### src/wdt_pkg.sv
package wdt_pkg;
    // register indices; byte address is four times the index
    localparam logic [3:0] IDX_CONTROL = 4'h8; // watchdog_control
    localparam logic [3:0] IDX_BYPASS = 4'h9; // factory_test_bypass
    localparam logic [3:0] IDX_TESTCTL = 4'hA; // factory_test_control
    localparam logic [3:0] IDX_SERVICE = 4'hB; // watchdog_service
    localparam logic [3:0] IDX_AUX = 4'hC; // pseudo-stop enable
    localparam logic [3:0] IDX_STATUS = 4'hD; // live watchdog state
    localparam int ADDR_W = 8; // bus address width
    // watchdog_control and aux register field positions
    localparam int CTL_WINDOW_BIT = 7; // window_mode_bit
    localparam int CTL_DEBUG_BIT = 6; // debug_halt_bit
    localparam int RATE_W = 3; // timeout_rate_select width
    localparam int AUX_PSE_BIT = 0; // pseudo_stop_watchdog_enable
    // reset values
    localparam logic [7:0] CONTROL_RST = 8'h00;
    localparam logic [7:0] BYPASS_RST = 8'h00;
    localparam logic [7:0] TESTCTL_RST = 8'h80; // also the user-mode read
    localparam logic [7:0] AUX_RST = 8'h00;
    localparam logic [7:0] SERVICE_READ = 8'h00;
    // service keys
    localparam logic [7:0] KEY_FIRST = 8'h55;
    localparam logic [7:0] KEY_SECOND = 8'hAA;
    // log2 of the time-out for rate codes 7 down to 1, five bits each
    localparam int LOG2_W = 5;
    localparam logic [34:0] RATE_LOG2_DEFAULT =
        {5'h18, 5'h17, 5'h16, 5'h14, 5'h12, 5'h10, 5'h0E};
    localparam int CNT_W = 25; // holds up to 2^24
    // axi responses
    localparam logic [1:0] RESP_OKAY = 2'h0;
    localparam logic [1:0] RESP_SLVERR = 2'h2;

    // true when a byte address hits one of the registers
    function automatic logic addr_mapped(input logic [ADDR_W-1:0] addr);
        logic [3:0] idx;
        idx = addr[5:2];
        return (addr[1:0] == 2'h0) && (addr[ADDR_W-1:6] == 2'h0) &&
            (idx >= IDX_CONTROL) && (idx <= IDX_STATUS);
    endfunction
endpackage

### src/wdt_axil_slave.sv
`timescale 1ns/1ps
// axi4-lite slave; turns bus traffic into one-cycle register strobes
module wdt_axil_slave
    import wdt_pkg::*;
(
    input wire logic core_clk,
    input wire logic rst,
    input wire logic [wdt_pkg::ADDR_W-1:0] awaddr,
    input wire logic awvalid,
    output logic awready,
    input wire logic [31:0] wdata,
    input wire logic [3:0] wstrb,
    input wire logic wvalid,
    output logic wready,
    output logic [1:0] bresp,
    output logic bvalid,
    input wire logic bready,
    input wire logic [wdt_pkg::ADDR_W-1:0] araddr,
    input wire logic arvalid,
    output logic arready,
    output logic [31:0] rdata,
    output logic [1:0] rresp,
    output logic rvalid,
    input wire logic rready,
    output logic wr_en,
    output logic [3:0] wr_idx,
    output logic [7:0] wr_data,
    output logic [3:0] rd_idx,
    input wire logic [7:0] rd_data
);
    logic aw_have_reg; // address held
    logic w_have_reg; // data held
    logic [ADDR_W-1:0] aw_addr_reg;
    logic [7:0] w_byte_reg;
    logic w_lane_reg; // low byte lane was strobed
    logic wr_fire; // both halves present, response slot free

    assign awready = !aw_have_reg;
    assign wready = !w_have_reg;
    assign arready = !rvalid;
    assign wr_fire = aw_have_reg && w_have_reg && !bvalid;
    // unmapped or lane-less writes answer but touch nothing
    assign wr_en = wr_fire && addr_mapped(aw_addr_reg) && w_lane_reg;
    assign wr_idx = aw_addr_reg[5:2];
    assign wr_data = w_byte_reg;
    assign rd_idx = araddr[5:2];

    // address and data channels, taken in either order
    always_ff @(posedge core_clk) begin
        if (rst) begin
            aw_have_reg <= 1'b0;
            w_have_reg <= 1'b0;
            aw_addr_reg <= '0;
            w_byte_reg <= 8'h00;
            w_lane_reg <= 1'b0;
        end else begin
            if (awvalid && awready) begin
                aw_have_reg <= 1'b1;
                aw_addr_reg <= awaddr;
            end else if (wr_fire) begin
                aw_have_reg <= 1'b0;
            end
            if (wvalid && wready) begin
                w_have_reg <= 1'b1;
                w_byte_reg <= wdata[7:0];
                w_lane_reg <= wstrb[0];
            end else if (wr_fire) begin
                w_have_reg <= 1'b0;
            end
        end
    end

    // write response, one cycle after both halves meet
    always_ff @(posedge core_clk) begin
        if (rst) begin
            bvalid <= 1'b0;
            bresp <= RESP_OKAY;
        end else if (wr_fire) begin
            bvalid <= 1'b1;
            bresp <= addr_mapped(aw_addr_reg) ? RESP_OKAY : RESP_SLVERR;
        end else if (bready) begin
            bvalid <= 1'b0;
        end
    end

    // read data registered at the address handshake
    always_ff @(posedge core_clk) begin
        if (rst) begin
            rvalid <= 1'b0;
            rdata <= 32'h0000_0000;
            rresp <= RESP_OKAY;
        end else if (arvalid && arready) begin
            rvalid <= 1'b1;
            rdata <= addr_mapped(araddr) ? {24'h00_0000, rd_data} : 32'h0;
            rresp <= addr_mapped(araddr) ? RESP_OKAY : RESP_SLVERR;
        end else if (rready) begin
            rvalid <= 1'b0;
        end
    end
endmodule // wdt_axil_slave

### src/wdt_period_counter.sv
`timescale 1ns/1ps
// free counter measured against the selected time-out
module wdt_period_counter
    import wdt_pkg::*;
#(
    parameter logic [34:0] RATE_LOG2 = wdt_pkg::RATE_LOG2_DEFAULT
) (
    input wire logic core_clk,
    input wire logic rst,
    input wire logic [wdt_pkg::RATE_W-1:0] rate,
    input wire logic restart,
    input wire logic freeze,
    output logic expire,
    output logic early,
    output logic [wdt_pkg::CNT_W-1:0] count,
    output logic [wdt_pkg::CNT_W-1:0] period
);
    // cycles in one period for a nonzero rate code
    function automatic logic [CNT_W-1:0] period_of(input logic [2:0] r);
        logic [LOG2_W-1:0] lg;
        lg = RATE_LOG2[(r - 3'h1) * LOG2_W +: LOG2_W];
        return (r == 3'h0) ? '0 : ({{(CNT_W-1){1'b0}}, 1'b1} << lg);
    endfunction

    logic [CNT_W-1:0] cnt_reg;

    assign count = cnt_reg;
    assign period = period_of(rate);
    // fires on the last cycle of the period
    assign expire = (rate != 3'h0) && !freeze && !restart &&
        (cnt_reg == period - 1'b1);
    // first 75 percent of the period
    assign early = cnt_reg < (period - (period >> 2));

    // counts oscillator cycles; expiry restarts from zero
    always_ff @(posedge core_clk) begin
        if (rst) begin
            cnt_reg <= '0;
        end else if (restart || expire || rate == 3'h0) begin
            cnt_reg <= '0;
        end else if (!freeze) begin
            cnt_reg <= cnt_reg + 1'b1;
        end
    end
endmodule // wdt_period_counter

### src/wdt_watchdog.sv
// Decided for this implementation: the AXI4-Lite register port.
`timescale 1ns/1ps
// How it works
// - window and rate bits write once, special anytime
// - debug-halt freezes counters in background debug
// - rate code picks time-out length, zero disables
// - nonzero rate write enables and restarts period
// - counter reaching time-out requests system reset
// - first then second key restarts the counter
// - any other service value resets immediately
// - repeated identical keys are harmless
// - service writes ignored while watchdog disabled
// - service register writable anytime, reads zero
// - window mode faults writes in first 75%
// - window accepts many first keys; pair restarts
// - period counts from latest restart or reset
// - bypass test register zero, writable in special
// - test control reads 0x80, writable in special
// - pseudo-stop without enable holds the count
module wdt_watchdog
    import wdt_pkg::*;
#(
    parameter logic [34:0] RATE_LOG2 = wdt_pkg::RATE_LOG2_DEFAULT
) (
    input wire logic core_clk,
    input wire logic rst,
    input wire logic [wdt_pkg::ADDR_W-1:0] awaddr,
    input wire logic awvalid,
    output logic awready,
    input wire logic [31:0] wdata,
    input wire logic [3:0] wstrb,
    input wire logic wvalid,
    output logic wready,
    output logic [1:0] bresp,
    output logic bvalid,
    input wire logic bready,
    input wire logic [wdt_pkg::ADDR_W-1:0] araddr,
    input wire logic arvalid,
    output logic arready,
    output logic [31:0] rdata,
    output logic [1:0] rresp,
    output logic rvalid,
    input wire logic rready,
    input wire logic special_mode,
    input wire logic debug_active,
    input wire logic pseudo_stop_active,
    output logic reset_request,
    output logic periodic_timer_freeze
);
    import wdt_pkg::*;

    // bus strobes
    logic wr_en;
    logic [3:0] wr_idx;
    logic [7:0] wr_data;
    logic [3:0] rd_idx;
    logic [7:0] rd_data;
    // control state
    logic window_reg; // window_mode_bit
    logic debug_halt_reg; // debug_halt_bit
    logic [RATE_W-1:0] rate_reg; // timeout_rate_select
    logic ctl_locked_reg; // window/rate already written once
    logic dbg_locked_reg; // debug-halt already written once
    logic pse_reg; // pseudo_stop_watchdog_enable
    logic [7:0] bypass_reg; // factory test storage
    logic [7:0] testctl_reg; // factory test storage
    logic key1_reg; // first key seen since last restart
    logic reset_request_reg;
    // counter interface
    logic restart;
    logic freeze;
    logic expire;
    logic early;
    logic [CNT_W-1:0] count;
    logic [CNT_W-1:0] period;
    // decoded events
    logic ctl_wr;
    logic svc_wr;
    logic rate_on;
    logic is_key;
    logic too_early;
    logic rate_start;
    logic [RATE_W-1:0] rate_next;
    logic pair_done;
    logic fault_bad;
    logic fault_early;

    wdt_axil_slave u_bus (
        .core_clk(core_clk),
        .rst(rst),
        .awaddr(awaddr),
        .awvalid(awvalid),
        .awready(awready),
        .wdata(wdata),
        .wstrb(wstrb),
        .wvalid(wvalid),
        .wready(wready),
        .bresp(bresp),
        .bvalid(bvalid),
        .bready(bready),
        .araddr(araddr),
        .arvalid(arvalid),
        .arready(arready),
        .rdata(rdata),
        .rresp(rresp),
        .rvalid(rvalid),
        .rready(rready),
        .wr_en(wr_en),
        .wr_idx(wr_idx),
        .wr_data(wr_data),
        .rd_idx(rd_idx),
        .rd_data(rd_data)
    );

    wdt_period_counter #(
        .RATE_LOG2(RATE_LOG2)
    ) u_count (
        .core_clk(core_clk),
        .rst(rst),
        .rate(rate_reg),
        .restart(restart),
        .freeze(freeze),
        .expire(expire),
        .early(early),
        .count(count),
        .period(period)
    );

    // write decode
    assign ctl_wr = wr_en && (wr_idx == IDX_CONTROL);
    assign svc_wr = wr_en && (wr_idx == IDX_SERVICE);
    assign rate_on = (rate_reg != 3'h0);
    assign is_key = (wr_data == KEY_FIRST) || (wr_data == KEY_SECOND);
    assign too_early = window_reg && early;
    // user mode only gets the first write to the rate and window bits
    assign rate_next = (special_mode || !ctl_locked_reg) ?
        wr_data[RATE_W-1:0] : rate_reg;
    // a refused write to a locked rate must not restart the period
    assign rate_start = ctl_wr && (rate_next != 3'h0) &&
        (special_mode || !ctl_locked_reg);

    // service register events; all masked while disabled
    assign fault_bad = svc_wr && rate_on && !is_key;
    assign fault_early = svc_wr && rate_on && is_key &&
        too_early;
    assign pair_done = svc_wr && rate_on && !too_early &&
        key1_reg && (wr_data == KEY_SECOND);
    assign restart = pair_done || rate_start || fault_bad || fault_early;

    // debug halt and static hold in pseudo-stop
    assign freeze = (debug_halt_reg && debug_active) ||
        (pseudo_stop_active && !pse_reg);
    assign periodic_timer_freeze = debug_halt_reg && debug_active;

    // window and rate bits
    always_ff @(posedge core_clk) begin
        if (rst) begin
            window_reg <= CONTROL_RST[CTL_WINDOW_BIT];
            rate_reg <= CONTROL_RST[RATE_W-1:0];
            ctl_locked_reg <= 1'b0;
        end else if (ctl_wr) begin
            ctl_locked_reg <= 1'b1;
            rate_reg <= rate_next;
            if (special_mode || !ctl_locked_reg) begin
                window_reg <= wr_data[CTL_WINDOW_BIT];
            end
        end
    end

    // debug-halt bit, single write regardless of mode
    always_ff @(posedge core_clk) begin
        if (rst) begin
            debug_halt_reg <= CONTROL_RST[CTL_DEBUG_BIT];
            dbg_locked_reg <= 1'b0;
        end else if (ctl_wr && !dbg_locked_reg) begin
            debug_halt_reg <= wr_data[CTL_DEBUG_BIT];
            dbg_locked_reg <= 1'b1;
        end
    end

    // pseudo-stop enable, write anytime
    always_ff @(posedge core_clk) begin
        if (rst) begin
            pse_reg <= AUX_RST[AUX_PSE_BIT];
        end else if (wr_en && wr_idx == IDX_AUX) begin
            pse_reg <= wr_data[AUX_PSE_BIT];
        end
    end

    // factory test registers only take writes in special mode
    always_ff @(posedge core_clk) begin
        if (rst) begin
            bypass_reg <= BYPASS_RST;
            testctl_reg <= TESTCTL_RST;
        end else if (wr_en && special_mode) begin
            if (wr_idx == IDX_BYPASS) begin
                bypass_reg <= wr_data;
            end
            if (wr_idx == IDX_TESTCTL) begin
                testctl_reg <= wr_data;
            end
        end
    end

    // first-key tracker; repeats of either key change nothing
    always_ff @(posedge core_clk) begin
        if (rst) begin
            key1_reg <= 1'b0;
        end else if (restart || expire || !rate_on) begin
            key1_reg <= 1'b0;
        end else if (svc_wr && wr_data == KEY_FIRST) begin
            key1_reg <= 1'b1;
        end
    end

    // one registered pulse per fault, for the reset generator
    always_ff @(posedge core_clk) begin
        if (rst) begin
            reset_request_reg <= 1'b0;
        end else begin
            reset_request_reg <= expire || fault_bad ||
                fault_early;
        end
    end
    assign reset_request = reset_request_reg;

    // read mux; test registers hide their contents in user mode
    always_comb begin
        rd_data = 8'h00;
        case (rd_idx)
            IDX_CONTROL: begin
                rd_data = {window_reg, debug_halt_reg, 3'h0, rate_reg};
            end
            IDX_BYPASS: begin
                rd_data = special_mode ? bypass_reg : BYPASS_RST;
            end
            IDX_TESTCTL: begin
                rd_data = special_mode ? testctl_reg : TESTCTL_RST;
            end
            IDX_SERVICE: begin
                rd_data = SERVICE_READ;
            end
            IDX_AUX: begin
                rd_data = {7'h00, pse_reg};
            end
            IDX_STATUS: begin
                // live state: window open, running, first key seen
                rd_data = {5'h00, !too_early, rate_on, key1_reg};
            end
            default: begin
                rd_data = 8'h00;
            end
        endcase
    end
endmodule // wdt_watchdog

### config.mk
export PLATFORM = sky130hd
export DESIGN_NAME = wdt_watchdog
export DESIGN_NICKNAME = d
export VERILOG_FILES = /design/src/wdt_pkg.sv /design/src/wdt_axil_slave.sv /design/src/wdt_period_counter.sv /design/src/wdt_watchdog.sv
export SDC_FILE = /design/constraint.sdc
export NUM_CORES = 1
export LEC_CHECK = 0
export ABC_AREA = 1
export BUFFER_PORTS_ARGS = -buffer_cell sky130_fd_sc_hd__buf_2
export CORE_ASPECT_RATIO = 0.8
export CORE_MARGIN = 2
export CORE_UTILIZATION = 40
export DETAILED_ROUTE_END_ITERATION = 7
export SKIP_LAST_GASP = 1
export SLEW_MARGIN = 20
export SYNTH_ARGS = -nofsm -noshare
export SYNTH_HDL_FRONTEND = slang
export SYNTH_SLANG_ARGS = --single-unit
### constraint.sdc
create_clock -name core_clk -period 8.7 [get_ports core_clk]
set_input_delay 0.87 -clock core_clk [delete_from_list [all_inputs] [get_ports core_clk]]
set_output_delay 0.87 -clock core_clk [all_outputs]
set_load 0.02 [all_outputs]
==> impl_metrics.yaml <==
outcome:
  outcome: "completed"
floorplan:
  die_h_um: 127
  core_mm2: 0.0183
  dieWidth_um: 158
  start_util_pct: 41.2
  rows: 44
  pin_count: 105
  die_area_mm2: 0.0200
routing:
  drc: 0
  dr.pass1.iters: 5
  drt_iter0_markers: 455
  via_per_inst: 4.88
  vias: 7561
  finalWirelength_um: 20600
  routedWlPerCell_um: 13.3
  detail-route-antenna-nets: 0
pwr:
  p_per_area_mw_per_mm2: 95.2
  internal_power_uw: 635
  power_frac_seq_pct: 45.7
  pwr-share-clk_pct: 47.3
  swShare_pct: 26.0
  p_comb_share_pct: 7.0
  finalPower_uw: 858
  irDropWorstVdd_mv: 0.0841
  p_sw_uw: 224
  p_leak_nw: 4.45
clock_network:
  cts_buffers: 9
  h-tree-depth: 3
  tritoncts: "done"
  ctsHoldBuffers: 0
  cts.sinks: 82
  cts_max_path_buffers: 2
  clk-insertion-delay-late_ns: 0.35
  cts-root-buf: "clkbuf_16"
  clk_pin_slew_ns: 0.07
placement:
  dp_slack_ns: -0.0553
  dp_cells: 1528
  dp_hpwl_um: 16600
  port-buffer-count: 51
  place_congestion: 0.915
  place_area_mm2: 0.00853
final_layout:
  n_antenna_cell: 0
  regArea_mm2: 0.00164
  largest_reg_flops: 25
  fin_area_mm2: 0.00901
  fin_util_pct: 49.2
  multiInputGateArea_mm2: 0.00517
  num-fill-cells: 1930
  finish.net_count: 1415
  drive_above_1_share_pct: 19.7
  synthToLayoutAreaGrowth_pct: 19.2
  fin_cells: 1548
yosys:
  synth_edf_count: 0
  synth_top_flop_cell: "dfxtp_1"
  synthCells: 1162
  async_reset_ff_share_pct: 0
  synth_common_cells: "nand2_1, inv_1, nor2_1, a21oi_1, dfxtp_1"
  ys_seq_elements: 82
  synth_area_leaders: "dfxtp_1, nand2_1, ha_1"
  avgSynthCellArea_um2: 6.51
  synth_area_mm2: 0.00756
  yosysSeqAreaShare_pct: 21.7
  synth.distinct_cells: 47
  yosys_warnings: 0
  yosysMostFrequentCell: "nand2_1"
  synth_top_area_share_pct: 21.7
  synth_top_cell_by_area: "dfxtp_1"
timing:
  tns_ns: 0
  fin_skew_ns: 0.00843
  final_hold_viol_count: 0
  max_freq_mhz: 126
  fin_crit_sh_pct: 91.5
  rsz0062_at_grt: "false"
  slew_viol_final: 0
  maxSlewHeadroom_pct: 47.8
  setup_ws_ns: 0.740
  finalWorstPathRequiredPeriod_ns: 7.96
  timing.hold.ws_ns: 0.456
  tightest_slew_ns: 0.782
  setup_viol: 0
critical_path:
  cp_slowest_cell: "fa_2"
  cp-start-kind: "register"
  cpPeakStageDelay_ns: 0.36
  cp_max_fo: 7
  path_class: "reg2reg"
  arrival_ns: 8.21
  critPathRequiredTime_ns: 8.95
  crit_path_frequent_cell: "nand2_1"
  critPathCaptureType: "register"
hold_path:
  hold_class: "reg2reg"
global_route:
  grt_max_degree: 30
  grt_first_pass_wirelength_um: 33500
  grt_overflow_total: 0
  met1_usage_pct: 31.7
  antenna_found_initial: 0
  grt_pass1_vias: 6920
  grt.met2_usage_pct: 30.4
  grt_busiest_layer: "met1"
  grtUsageTotal_pct: 20.8
  use_met3_pct: 3.26
run:
  cap_violations: 0
==> worst paths after layout <==
kind	slack [ns]	depth (start not counted)	start	endpoint
worst min-delay path	0.46	2	u_bus.aw_addr_reg[1]$_SDFFE_PP0P_	u_bus.aw_addr_reg[1]$_SDFFE_PP0P_
worst max register to register	0.74	59	rate_reg[0]$_SDFFE_PP0P_	u_count.count[13]$_SDFFE_PP0N_
worst max-delay path	0.74	59	rate_reg[0]$_SDFFE_PP0P_	u_count.count[13]$_SDFFE_PP0N_
worst min register to register	0.46	2	u_bus.aw_addr_reg[1]$_SDFFE_PP0P_	u_bus.aw_addr_reg[1]$_SDFFE_PP0P_
==> timing repair <==
action / in CTS / in global routing
pin swaps: 0 / 14
endpoints found under the hold margin: 0 / 0
gates resized for setup: 2 / 41
endpoints found under the setup margin: 27 / 27
buffers inserted: 0 / 3
gates cloned: 0 / 1
==> worst max-delay path, delay by kind of cell (launching register included) <==
| family | cells | cell delay (ns) |
|---|---|---|
| AO/OA/AOI/OAI | 12 | 1.75 |
| XOR/XNOR | 1 | 0.10 |
| adder cells (fa/ha/maj) | 8 | 2.16 |
| buffers and inverters | 8 | 0.84 |
| flip-flops | 1 | 0.34 |
| AND/OR/NAND/NOR | 30 | 2.64 |
==> metal layers <==
metal	routed length, um	share of wire [%]
met2	8220	40
met4	291	1.4
met5	0	0
met1	11000	54
met3	1010	4.9
==> area by class of cell <==
type	instances	area share [%]
well taps	253	3.51
clock buffers	10	2.65
inverters	176	7.33
clock inverters	6	0.805
flip-flops and latches	82	18.2
repair buffers	134	10.1
multi-input cells	887	57.4
==> cell usage in the layout (no fill, tap or decap), types with 7 or more instances in the layout <==
master	synthesis	routed
xnor2_1	12	12
buf_4	27	81
nor3_1	26	26
nand3b_1	8	8
clkbuf_16	0	10
xor2_1	48	47
dfxtp_1	82	81
inv_2	5	8
a21oi_1	83	80
conb_1	1	26
nand2_2	15	17
o21ai_0	44	38
inv_1	170	167
ha_1	61	59
nor2_2	28	36
nand3_2	11	14
nand2_1	236	234
a211oi_1	17	17
nand4_1	22	22
nand3_1	69	66
nor2_1	120	112
buf_2	1	51
nor4_1	7	7
==> power by group through the flow <==
stage	sequential [mW]	clock [mW]	combinational [mW]
2_1_floorplan	0.399	0	0.0494
3_3_place_gp	0.400	0	0.0593
3_5_place_dp	0.400	0	0.0596
4_1_cts	0.392	0.413	0.0598
5_1_grt	0.393	0.426	0.0687
6_report	0.392	0.406	0.0602
==> cells by family (layout without fill, tap and decap cells) <==
kind of cell | count (synthesis) | in the layout | synth area share [%]
xor gates and xnor gates | 60 | 60 | 6.95
and+or+nand+nor | 557 | 557 | 34.2
muxes | 1 | 1 | 0.132
adders and majority gates | 63 | 63 | 10.6
AOI/OAI and AO/OA | 180 | 180 | 13.6
other | 1 | 26 | 0.0496
DFF | 82 | 82 | 21.7
buffers and inverters | 218 | 326 | 12.7
Note: power is estimated with default switching activity, not from simulation.
